**config.mk**
```make
export PLATFORM = sky130hd
export DESIGN_NAME = cft_test_regs
export DESIGN_NICKNAME = d
export VERILOG_FILES = /design/src/core/cft_pkg.sv /design/src/core/cft_sweep.sv /design/src/core/cft_test_regs.sv
export SDC_FILE = /design/constraint.sdc
export NUM_CORES = 1
export LEC_CHECK = 0
export BUFFER_PORTS_ARGS = -buffer_cell sky130_fd_sc_hd__buf_2
export CORE_UTILIZATION = 35
export DETAILED_ROUTE_END_ITERATION = 8
export PLACE_DENSITY = 0.7
export SLEW_MARGIN = 20
export SYNTH_ARGS = -nofsm -noshare
export SYNTH_HDL_FRONTEND = slang
export SYNTH_SLANG_ARGS = --single-unit
```
**constraint.sdc**
```tcl
create_clock -name mclk -period 5.33 [get_ports mclk]
set_input_delay 0.2665 -clock mclk [delete_from_list [all_inputs] [get_ports mclk]]
set_output_delay 0.2665 -clock mclk [all_outputs]
set_load 0.01 [all_outputs]
```
**src/core/cft_pkg.sv**
```systemverilog
/*
  Constants, field layout and carrier types for the clock unit factory test register bank.
  Assumes a 32-bit classic Wishbone bus with byte addresses and one aligned word per register.
*/
package cft_pkg;

  ////////////////////////////////////////////////////////////////////////////
  // Register indices and their byte addresses
  localparam int CFT_ADR_W = 10;
  localparam logic [7:0] CFT_IDX_CTL = 8'h3d;
  localparam logic [7:0] CFT_IDX_ALT = 8'h3e;
  localparam logic [CFT_ADR_W-1:0] CFT_ADR_CTL = {CFT_IDX_CTL, 2'h0};
  localparam logic [CFT_ADR_W-1:0] CFT_ADR_ALT = {CFT_IDX_ALT, 2'h0};

  ////////////////////////////////////////////////////////////////////////////
  // Field positions in the test control register
  localparam int CFT_BIT_MAP_SEL = 7;
  localparam int CFT_BIT_GFE = 6;
  localparam int CFT_BIT_PIN_ROUTE = 5;
  localparam int CFT_BIT_FORCE = 4;
  localparam int CFT_BIT_VCO_MSB = 3;
  localparam int CFT_BIT_RSVD = 2;
  localparam int CFT_BIT_X4 = 1;
  localparam int CFT_BIT_OSC_SQW = 0;

  ////////////////////////////////////////////////////////////////////////////
  // Values after reset and limits of the sweep range
  localparam logic [7:0] CFT_CTL_RST = 8'h00;
  localparam logic CFT_GFE_RST = 1'h0;
  localparam logic [7:0] CFT_ALT_RST = 8'h00;
  localparam logic [7:0] CFT_AMP_RST = 8'h00;
  localparam logic [7:0] CFT_SWEEP_RST = 8'h00;
  localparam logic [7:0] CFT_SWEEP_TOP = 8'hff;
  localparam logic [7:0] CFT_SWEEP_BOT = 8'h00;

  ////////////////////////////////////////////////////////////////////////////
  // Carrier types
  typedef struct packed {
    logic mapSel;
    logic gfe;
    logic pinRoute;
    logic filterForce;
    logic vcoMsb;
    logic rsvd;
    logic depthX4;
    logic oscSqw;
  } cft_ctl_type;

  typedef struct packed {
    logic [7:0] modAmpCode;
    logic [11:0] modAmplitude;
    logic [2:0] vcoGainSel;
    logic filterPinRoute;
    logic filterForce;
    logic filterLevelHalf;
    logic modDepthX4;
    logic oscDigitalInEn;
    logic oscTestData;
  } cft_pll_type;

  localparam cft_pll_type CFT_PLL_RST = '{default: '0};

  typedef enum logic {SWEEP_UP, SWEEP_DOWN} cft_sweep_type;

endpackage

```
**src/core/cft_sweep.sv**
```systemverilog
/*
  Triangular sweep generator for the modulation amplitude code.
  Assumes one clock, a synchronous active-high reset and a clock enable from the parent.
*/
module cft_sweep
  import cft_pkg::*;
(
  // Clock and control
  input wire logic mclk,
  input wire logic rst,
  input wire logic ce,
  input wire logic enable,
  // Sweep code
  output logic [7:0] code_r
);

  cft_sweep_type dir_r;

  ////////////////////////////////////////////////////////////////////////////
  // Direction turns at the top and bottom of the range
  always_ff @(posedge mclk) begin
    if (rst || (ce && !enable)) begin
      dir_r <= SWEEP_UP;
    end else if (ce) begin
      unique case (dir_r)
        SWEEP_UP: begin
          if (code_r == CFT_SWEEP_TOP - 8'h01) dir_r <= SWEEP_DOWN;
        end
        SWEEP_DOWN: begin
          if (code_r == CFT_SWEEP_BOT + 8'h01) dir_r <= SWEEP_UP;
        end
      endcase
    end
  end

  // Code steps once per enabled cycle, parks at bottom when modulation is off
  always_ff @(posedge mclk) begin
    if (rst) begin
      code_r <= CFT_SWEEP_RST;
    end else if (ce) begin
      if (!enable) code_r <= CFT_SWEEP_BOT;
      else if (dir_r == SWEEP_UP) code_r <= code_r + 8'h01;
      else code_r <= code_r - 8'h01;
    end
  end

endmodule

```
**src/core/cft_test_regs.sv**
```systemverilog
/*
  Clock unit factory test register bank: test control register and the shared alternate slot,
  with the control outputs that steer the PLL macro, loop filter and oscillator test path.
  Assumes a classic Wishbone master on mclk, mode and PLL setting bits from logic on the same
  clock, and an asynchronous crystal pin that is synchronised here.
*/
// Decided for this implementation: register access over Wishbone.

// Operation
// - Reads always; writes only in special mode
// - Select 0: alt register, swept amplitude code
// - Select 1: amplitude register, static code
// - Glitch filter bit forwarded as request
// - Glitch filter bit cleared by power-on only
// - Pin route bit connects external filter pin
// - Force bit: half or third supply level
// - Gain MSB joins synthesizer gain bits
// - Depth bit multiplies amplitude by four
// - Square-wave bit enables crystal digital input
module cft_test_regs
  import cft_pkg::*;
(
  // Clock, resets and enable
  input wire logic mclk,
  input wire logic rst,
  input wire logic porRst,
  input wire logic ce,
  // Wishbone slave
  input wire logic wb_cyc_i,
  input wire logic wb_stb_i,
  input wire logic wb_we_i,
  input wire logic [CFT_ADR_W-1:0] wb_adr_i,
  input wire logic [3:0] wb_sel_i,
  input wire logic [31:0] wb_dat_i,
  output logic [31:0] wb_dat_o,
  output logic wb_ack_o,
  // Device state from neighbouring logic
  input wire logic specialMode,
  input wire logic referenceRangeBit1,
  input wire logic [1:0] synthGainBits,
  input wire logic [1:0] amplitudeSelectBits,
  input wire logic modulationOn,
  // Crystal pin digital level
  input wire logic xtalPin,
  // Controls to PLL, filter and oscillator
  output cft_pll_type pllCtl,
  output logic gfeRequest,
  output logic [7:0] altTestBits
);

  cft_ctl_type ctl_r;
  logic gfe_r;
  logic [7:0] amp_r;
  logic [7:0] alt_r;
  logic [7:0] sweepCode;
  logic xtalSync1_r;
  logic xtalSync2_r;
  logic busReq;
  logic wrStrobe;
  logic wrCtl;
  logic wrSlot;
  logic [7:0] rdByte;
  logic [7:0] ctlView;
  cft_pll_type pll_nxt;
  logic [9:0] ampProduct;

  ////////////////////////////////////////////////////////////////////////////
  // Bus decode

  // Request seen, write lands at the edge where ack is sampled high
  assign busReq = wb_cyc_i && wb_stb_i;
  assign wrStrobe = busReq && wb_we_i && wb_ack_o && wb_sel_i[0] && specialMode;
  assign wrCtl = wrStrobe && (wb_adr_i == CFT_ADR_CTL);
  assign wrSlot = wrStrobe && (wb_adr_i == CFT_ADR_ALT);

  // Control register as seen by a read, reserved bit tied low
  always_comb begin
    ctlView = ctl_r;
    ctlView[CFT_BIT_GFE] = gfe_r;
    ctlView[CFT_BIT_RSVD] = 1'b0;
  end

  // Read mux; the shared slot follows the map select, unmapped reads give zero
  always_comb begin
    rdByte = 8'h00;
    if (wb_adr_i == CFT_ADR_CTL) begin
      rdByte = ctlView;
    end else if (wb_adr_i == CFT_ADR_ALT) begin
      rdByte = ctl_r.mapSel ? amp_r : alt_r;
    end
  end

  // Ack one cycle after the request, dropped in the cycle after
  always_ff @(posedge mclk) begin
    if (rst) begin
      wb_ack_o <= 1'b0;
    end else if (ce) begin
      wb_ack_o <= busReq && !wb_ack_o;
    end
  end

  // Read data captured with the ack
  always_ff @(posedge mclk) begin
    if (rst) begin
      wb_dat_o <= 32'h0000_0000;
    end else if (ce) begin
      wb_dat_o <= (busReq && !wb_ack_o) ? {24'h00_0000, rdByte} : 32'h0000_0000;
    end
  end

  ////////////////////////////////////////////////////////////////////////////
  // Storage

  // Control bits on the ordinary reset; bit 2 never stored
  always_ff @(posedge mclk) begin
    if (rst) begin
      ctl_r <= CFT_CTL_RST;
    end else if (ce && wrCtl) begin
      ctl_r <= wb_dat_i[7:0];
      ctl_r.gfe <= 1'b0;
      ctl_r.rsvd <= 1'b0;
    end
  end

  // Glitch filter bit survives the ordinary reset
  always_ff @(posedge mclk) begin
    if (porRst) begin
      gfe_r <= CFT_GFE_RST;
    end else if (ce && wrCtl) begin
      gfe_r <= wb_dat_i[CFT_BIT_GFE];
    end
  end

  // Shared slot: the write goes to whichever register is mapped in
  always_ff @(posedge mclk) begin
    if (rst) begin
      alt_r <= CFT_ALT_RST;
    end else if (ce && wrSlot && !ctl_r.mapSel) begin
      alt_r <= wb_dat_i[7:0];
    end
  end

  always_ff @(posedge mclk) begin
    if (rst) begin
      amp_r <= CFT_AMP_RST;
    end else if (ce && wrSlot && ctl_r.mapSel) begin
      amp_r <= wb_dat_i[7:0];
    end
  end

  ////////////////////////////////////////////////////////////////////////////
  // Crystal pin synchroniser
  always_ff @(posedge mclk) begin
    if (rst) begin
      xtalSync1_r <= 1'b0;
      xtalSync2_r <= 1'b0;
    end else if (ce) begin
      xtalSync1_r <= xtalPin;
      xtalSync2_r <= xtalSync1_r;
    end
  end

  ////////////////////////////////////////////////////////////////////////////
  // Triangular amplitude sweep
  cft_sweep u_sweep (
    .mclk(mclk),
    .rst(rst),
    .ce(ce),
    .enable(modulationOn),
    .code_r(sweepCode)
  );

  ////////////////////////////////////////////////////////////////////////////
  // Control outputs

  // Next value of the PLL control word
  always_comb begin
    pll_nxt = CFT_PLL_RST;
    pll_nxt.modAmpCode = ctl_r.mapSel ? amp_r : sweepCode;
    ampProduct = 10'(amplitudeSelectBits) * 10'(pll_nxt.modAmpCode);
    pll_nxt.modAmplitude = ctl_r.depthX4 ? {ampProduct, 2'b00} : {2'b00, ampProduct};
    pll_nxt.vcoGainSel = {ctl_r.vcoMsb, synthGainBits};
    pll_nxt.filterPinRoute = ctl_r.pinRoute;
    pll_nxt.filterForce = ctl_r.filterForce;
    pll_nxt.filterLevelHalf = ctl_r.filterForce && referenceRangeBit1;
    pll_nxt.modDepthX4 = ctl_r.depthX4;
    pll_nxt.oscDigitalInEn = ctl_r.oscSqw;
    pll_nxt.oscTestData = ctl_r.oscSqw && xtalSync2_r;
  end

  // Pin route and force both pass through; software keeps only one source active
  always_ff @(posedge mclk) begin
    if (rst) begin
      pllCtl <= CFT_PLL_RST;
    end else if (ce) begin
      pllCtl <= pll_nxt;
    end
  end

  // Request to the production test controller
  always_ff @(posedge mclk) begin
    if (porRst) begin
      gfeRequest <= CFT_GFE_RST;
    end else if (ce) begin
      gfeRequest <= gfe_r;
    end
  end

  // Alternate test bits to the PLL test logic
  always_ff @(posedge mclk) begin
    if (rst) begin
      altTestBits <= CFT_ALT_RST;
    end else if (ce) begin
      altTestBits <= alt_r;
    end
  end

  ////////////////////////////////////////////////////////////////////////////
  // Checks

  property p_write_gate;
    @(posedge mclk) disable iff (rst || porRst)
    (ce && wb_cyc_i && wb_stb_i && wb_we_i && wb_ack_o && !specialMode) |=> $stable(ctl_r) && $stable(gfe_r)
      && $stable(amp_r) && $stable(alt_r);
  endproperty
  a_write_gate: assert property (p_write_gate) else $error("write took effect outside special mode");

  property p_write_lands;
    @(posedge mclk) disable iff (rst || porRst)
    (ce && wb_cyc_i && wb_stb_i && wb_we_i && wb_ack_o && specialMode && wb_sel_i[0]
      && wb_adr_i == CFT_ADR_CTL) |=> ctl_r.filterForce == $past(wb_dat_i[CFT_BIT_FORCE]);
  endproperty
  a_write_lands: assert property (p_write_lands) else $error("special mode write not stored");

  property p_sweep_code;
    @(posedge mclk) disable iff (rst)
    (ce && !ctl_r.mapSel) |=> pllCtl.modAmpCode == $past(sweepCode);
  endproperty
  a_sweep_code: assert property (p_sweep_code) else $error("amplitude code not from sweep");

  property p_static_code;
    @(posedge mclk) disable iff (rst)
    (ce && ctl_r.mapSel) |=> pllCtl.modAmpCode == $past(amp_r);
  endproperty
  a_static_code: assert property (p_static_code) else $error("amplitude code not from register");

  property p_slot_read;
    @(posedge mclk) disable iff (rst)
    (ce && wb_cyc_i && wb_stb_i && !wb_ack_o && wb_adr_i == CFT_ADR_ALT)
      |=> wb_ack_o && wb_dat_o[7:0] == ($past(ctl_r.mapSel) ? $past(amp_r) : $past(alt_r));
  endproperty
  a_slot_read: assert property (p_slot_read) else $error("shared slot read wrong register");

  property p_gfe_forward;
    @(posedge mclk) disable iff (porRst)
    ce |=> gfeRequest == $past(gfe_r);
  endproperty
  a_gfe_forward: assert property (p_gfe_forward) else $error("glitch filter request not forwarded");

  property p_gfe_keeps;
    @(posedge mclk) disable iff (porRst)
    (rst && !wrCtl) |=> gfe_r == $past(gfe_r);
  endproperty
  a_gfe_keeps: assert property (p_gfe_keeps) else $error("ordinary reset changed glitch filter bit");

  property p_filter_ctl;
    @(posedge mclk) disable iff (rst)
    ce |=> pllCtl.filterPinRoute == $past(ctl_r.pinRoute)
      && pllCtl.filterLevelHalf == ($past(ctl_r.filterForce) && $past(referenceRangeBit1));
  endproperty
  a_filter_ctl: assert property (p_filter_ctl) else $error("filter route or level wrong");

  property p_gain_sel;
    @(posedge mclk) disable iff (rst)
    (ce && !rst) |=> pllCtl.vcoGainSel == {$past(ctl_r.vcoMsb), $past(synthGainBits)};
  endproperty
  a_gain_sel: assert property (p_gain_sel) else $error("gain select wrong");

  property p_depth;
    @(posedge mclk) disable iff (rst)
    (ce && !rst && ctl_r.depthX4)
      |=> pllCtl.modAmplitude == 12'(pllCtl.modAmpCode * $past(amplitudeSelectBits) * 4);
  endproperty
  a_depth: assert property (p_depth) else $error("amplitude not multiplied by four");

  property p_osc_gate;
    @(posedge mclk) disable iff (rst)
    (ce && !ctl_r.oscSqw) |=> !pllCtl.oscTestData && !pllCtl.oscDigitalInEn;
  endproperty
  a_osc_gate: assert property (p_osc_gate) else $error("crystal digital input not disabled");

  property p_rsvd_zero;
    @(posedge mclk) disable iff (rst)
    (wb_ack_o && wb_adr_i == CFT_ADR_CTL && !wb_we_i) |-> !wb_dat_o[CFT_BIT_RSVD];
  endproperty
  a_rsvd_zero: assert property (p_rsvd_zero) else $error("reserved bit read as one");

  property p_ack_latency;
    @(posedge mclk) disable iff (rst)
    (ce && wb_cyc_i && wb_stb_i && !wb_ack_o) |=> wb_ack_o;
  endproperty
  a_ack_latency: assert property (p_ack_latency) else $error("request not acknowledged after one cycle");

  property p_ack_pulse;
    @(posedge mclk) disable iff (rst)
    (ce && wb_ack_o) |=> !wb_ack_o;
  endproperty
  a_ack_pulse: assert property (p_ack_pulse) else $error("acknowledge held longer than one cycle");

  property p_ctl_read;
    @(posedge mclk) disable iff (rst)
    (ce && wb_cyc_i && wb_stb_i && !wb_ack_o && wb_adr_i == CFT_ADR_CTL)
      |=> wb_dat_o[CFT_BIT_GFE] == $past(gfe_r) && wb_dat_o[31:8] == 24'h00_0000;
  endproperty
  a_ctl_read: assert property (p_ctl_read) else $error("control read lost glitch filter bit");

  property p_refused_write;
    @(posedge mclk) disable iff (rst || porRst)
    (ce && wb_cyc_i && wb_stb_i && wb_we_i && wb_ack_o && !wb_sel_i[0]) |=> $stable(ctl_r) && $stable(gfe_r)
      && $stable(amp_r) && $stable(alt_r);
  endproperty
  a_refused_write: assert property (p_refused_write) else $error("write without low byte enable stored");

  property p_rst_clears;
    @(posedge mclk)
    rst |=> ctl_r == CFT_CTL_RST && pllCtl == CFT_PLL_RST && altTestBits == CFT_ALT_RST && !wb_ack_o;
  endproperty
  a_rst_clears: assert property (p_rst_clears) else $error("ordinary reset left control state set");

  property p_gfe_por;
    @(posedge mclk)
    porRst |=> !gfe_r && !gfeRequest;
  endproperty
  a_gfe_por: assert property (p_gfe_por) else $error("power-on reset left glitch filter bit set");

  property p_alt_out;
    @(posedge mclk) disable iff (rst)
    (ce && !rst) |=> altTestBits == $past(alt_r);
  endproperty
  a_alt_out: assert property (p_alt_out) else $error("alternate test bits not forwarded");

  property p_osc_data;
    @(posedge mclk) disable iff (rst)
    (ce && !rst && ctl_r.oscSqw) |=> pllCtl.oscDigitalInEn && pllCtl.oscTestData == $past(xtalSync2_r);
  endproperty
  a_osc_data: assert property (p_osc_data) else $error("crystal digital input not passed");

  property p_depth_x1;
    @(posedge mclk) disable iff (rst)
    (ce && !rst && !ctl_r.depthX4)
      |=> pllCtl.modAmplitude == 12'(pllCtl.modAmpCode * $past(amplitudeSelectBits));
  endproperty
  a_depth_x1: assert property (p_depth_x1) else $error("amplitude not multiplied by one");

endmodule

```
# Word level (Yosys, flattened, before mapping)
# Cells that the tools add are included.
totals:
  regBits: 105
  input_bits: 61
  output_inout_bits: 71
  word_cells: 64
op_classes:
  addsub: 2
  mul: 1
  n_eq_ne: 4
  mux: 11
  bitwise_logic: 1
  n_reduce_logical: 19
op_table:
  columns: ["cell", "count"]
  rows:
  - ["two-way mux 8 bit", 7]
  - ["equality test 10 x 8 -> 1 bit, second input constant", 2]
  - ["logical AND 1 bit", 15]
  - ["two-way mux 12 bit", 1]
  - ["multiplier 2 x 8 -> 10 bit", 1]
  - ["adder 8 x 1 -> 8 bit, second input constant", 1]
  - ["equality test 8 x 1 -> 1 bit, second input constant", 1]
  - ["equality test 8 bit, second input constant", 1]
  - ["subtractor 8 x 1 -> 8 bit, second input constant", 1]
  - ["zero test 1 bit", 3]
  - ["two-way mux 1 bit", 2]
  - ["one-hot mux 1 bit (2 select lines)", 1]
  - ["logical OR 1 bit", 1]
  - ["inverter 1 bit", 1]

# Logic depth before layout (Yosys ltp)
depth:
  depth_word: 8
  mapped_depth: 11
  ltp_nobuf: 9

# Cells and area by module
# Synthesis repeated with hierarchy kept, for this count alone.
unflattened:
  cells_unflattened: 445
  area_unflattened_um2: 4056.4
modules_own_cells:
  columns: ["module", "n_inst", "cells_each", "area_each_um2", "seq_area_each_um2"]
  rows:
  - ["cft_test_regs", 1, 383, 3487.1, 1441.4]
  - ["cft_sweep", 1, 62, 569.3, 180.2]

# Worst setup path before layout
# OpenSTA, ideal clock, no wires.
synth_path:
  kind: "reg-to-reg"
  from: "register ctl_r (netlist bit ctlView[7])"
  to: "register pllCtl[18] (netlist name)"
  setup_time_ns: 0.142
  t_arrival_ns: 2.411
  required_time_ns: 5.188
  setup_slack_ns: 2.777
  stages_incl_launch_ff: 12
  path_buffers: 2
  synth_period_minus_slack_ns: 2.553
  path_cell_list: "dfxtp_1 -> buf_2 -> buf_2 -> mux2i_1 -> nor2b_1 -> ha_1 -> fa_1 -> a21oi_1 -> o21ai_0 -> a21oi_1 -> xor2_1 -> a311oi_1"
synth_via:
  elab_chain_cells: 3
synth_rtl:
  columns: ["item", "line_no", "rtl"]
  rows:
  - ["start: declaration", "cft_test_regs.sv:51", "cft_ctl_type ctl_r;"]
  - ["start signal: assignment", "cft_test_regs.sv:119", "ctl_r <= wb_dat_i[7:0];"]
  - ["two-way mux 8 bit", "cft_test_regs.sv:179", "pll_nxt.modAmpCode = ctl_r.mapSel ? amp_r : sweepCode;"]
  - ["multiplier 2 x 8 -> 10 bit", "cft_test_regs.sv:180", "ampProduct = 10'(amplitudeSelectBits) * 10'(pll_nxt.modAmpCode);"]
  - ["two-way mux 12 bit", "cft_test_regs.sv:181", "pll_nxt.modAmplitude = ctl_r.depthX4 ? {ampProduct, 2'b00} : {2'b00, ampProduct};"]
  - ["end signal: assignment", "cft_test_regs.sv:196", "pllCtl <= pll_nxt;"]
  - ["end: declaration", "cft_test_regs.sv:46", "output cft_pll_type pllCtl,"]
# Every way passes these cells.
# A chain may end at the register's enable or synchronous reset.

# Worst setup path in the final report
# Ends and elaborated chain as after synthesis.

==> impl_metrics.ini <==
[clock_network]
ctsResizeCount = 0
cts-buffers-inserted = 9
postCtsSetupBuffers = 0
htreeDepth = 3
holdBufCountCts = 0
cts_tree = built
clock_latency_ns = 0.34
cts_sinks = 81
cts-root-buf = clkbuf_16
clock_path_buffers = 2
cts.clk_slew.worst_paths_ns = 0.06

[power_and_ir_drop]
pwr-share-clk = 0.447
p_sw_mw = 0.310
p_sw_frac = 0.245
p_int_mw = 0.958
p_seq_frac = 0.488
p_leak_nw = 2.02
p_total_mw = 1.27
peakVddDrop_uv = 165
powerDensity_nw_per_um2 = 274
p_comb_frac = 0.065

[placement]
finalWeightedCongestion = 0.816
placed_cells = 636
pre_cts_ws_ns = 2.12
dpl-instance-area_um2 = 4360
hpwl_mm = 6.51
io_buffers = 80

[route]
first_iter_violations = 170
drc = 0
first_pass_iters = 5
wl_per_cell_um = 14.3
wl_mm = 9.32
drtAntennaViolNets = 0
vias = 3230
vias_per_cell = 4.95

[critical_path]
path_class = reg -> reg
start_kind = register
crit_required_ns = 5.53
crit_path_max_fanout = 18
regToRegStartpoint = ctlView[7]
worstSetupEndpointType = register
cp-startpoint = ctlView[7]
crit_arrival_ns = 3.45

[global_route]
grt-ovfl-total = 0
grt_pass1_wl_mm = 15.4
met2_usage = 0.272
grt_pass1_vias = 3129
grtUsageTotal = 0.169
grt_max_degree = 72
met3_usage = 0.0392
antenna_found_initial = 0
busiest_layer = met2
use_met1 = 0.214

[timing]
tightest_slew_ns = 1.01
drv_slew = 0
fmax_mhz = 307
skew_ns = 0.00860
setup_viol = 0
post-route-period-util = 0.611
holdWs_ns = 0.0927
worst_slack_ns = 2.07
max_slew_margin = 0.328
rsz0062_at_grt = false
hold_viol = 0
period_minus_slack_ns = 3.26
setup-tns-final_ns = 0

[layout]
regArea_um2 = 1620
final_util = 0.424
flow.area_growth_from_synthesis_pct = 16.5
finalInstanceArea_um2 = 4640
layout.nets = 580
n_antenna_cell = 0
layout-drive-gt1-share = 0.205
multi_input_area_um2 = 2120
fill_cells = 1124
final_cells = 652

[logic_synthesis]
syn_area_um2 = 3980
yosys_warnings = 0
async_reset_ff_frac = 0
synth-seq-area-share = 0.408
synthFlopType = dfxtp_1
ys_seq_elements = 81
synth.top_cell.area_share = 0.408
syn_area_per_cell_um2 = 9.00
synth_edf_count = 0
post_synth_num_cell_types = 46
synth_cells = 442
synthTopCellsByArea = dfxtp_1 (41%), mux2i_1 (14%), nor2_1 (7.3%)
yosysTopAreaCell = dfxtp_1

[floorplanning]
core_area_um2 = 10900
design.die.area_um2 = 11800
rows = 38
die_w_um = 109
boundaryPins = 132
die_y_um = 109
initial_core_util = 0.364

[run_status]
outcome = complete, no violations

[min_path]
hp-class = in -> reg
hp-start = porRst

[run]
cap_violations = 0
## sequential cells by signal, indices dropped and copies added (netlist names), 6 cells and up
signal / count
altTestBits: 8
alt_r: 8
u_sweep.code_r: 8
ctlView: 6
wb_dat_o: 8
pllCtl: 29
amp_r: 8
## power by group through the flow
stage	registers [mW]	logic (mW)	clock network, mW
3_5_place_dp	0.632	0.0825	0
4_1_cts	0.619	0.0828	0.579
2_1_floorplan	0.634	0.0617	0
5_1_grt	0.619	0.0919	0.605
6_report	0.619	0.0823	0.568
3_3_place_gp	0.632	0.0809	0
## placed cells by master, fill, tap and decap left out, drive strengths merged, types with 2 or more instances in the layout
cell type and n:
buf 82, dfxtp 81, nor2 77, mux2i 55, nand2 27, conb 24
a21oi 18, nor2b 15, o21ai 14, ha 11, clkbuf 10, a22oi 9
a211oi 8, inv 8, xnor2 7, nand3 7, xor2 7, nand2b 5
o31ai 4, clkinvlp 4, mux2 3, a311oi 3, nand3b 3, and2 2
and4bb 2, and4 2, and4b 2, a32oi 2, o2bb2ai 2, a21o 2
nand4 2, nor3 2
## final timing paths
kind                endpoint  slack (ns)  depth (start not counted)
setup / recovery  pllCtl[18]        2.07                          9
hold / removal    gfeRequest        0.09                          2
setup reg to reg  pllCtl[18]        2.07                          9
hold reg to reg    pllCtl[3]        0.46                          2
## kinds of logic after synthesis
group	synth area share
AO/OA/AOI/OAI	0.107
XOR/XNOR	0.0308
adder cells (fa/ha/maj)	0.0396
buffers and inverters	0.0799
flip-flops	0.408
multiplexers	0.147
other	0.000943
AND/OR/NAND/NOR	0.187
## area by class of cell
cell class,instances,area share
Clock buffer,10,0.0494
Timing Repair Buffer,82,0.0896
Sequential cell,81,0.350
Clock inverter,6,0.00945
Inverter,7,0.00567
Multi-Input combinational cell,326,0.458
Tap cell,140,0.0378
## cell usage after synthesis (8+ instances only)
cell type,n
a211oi_1,8
a21oi_1,18
a22oi_1,9
buf_2,8
buf_4,24
clkbuf_1,19
dfxtp_1,81
ha_1,11
mux2i_1,55
nand2_1,27
nor2_1,77
nor2b_1,15
o21ai_0,13
## critical path: stages (launching register included)
cell      delay (ns)
dfxtp_1         0.98
mux2i_1         0.48
nor2b_1         0.10
ha_1            0.26
fa_1            0.43
a21oi_1         0.16
o21ai_0         0.14
a21oi_1         0.21
xor2_1          0.23
a311oi_1        0.12
## metal layers
layer | vias to the layer above | wire length (µm)
li1 | 1597 | -
met1 | 1519 | 4260
met2 | 96 | 4350
met3 | 18 | 489
met4 | 0 | 216
met5 | - | 0
(Power assumes the default switching activity.)
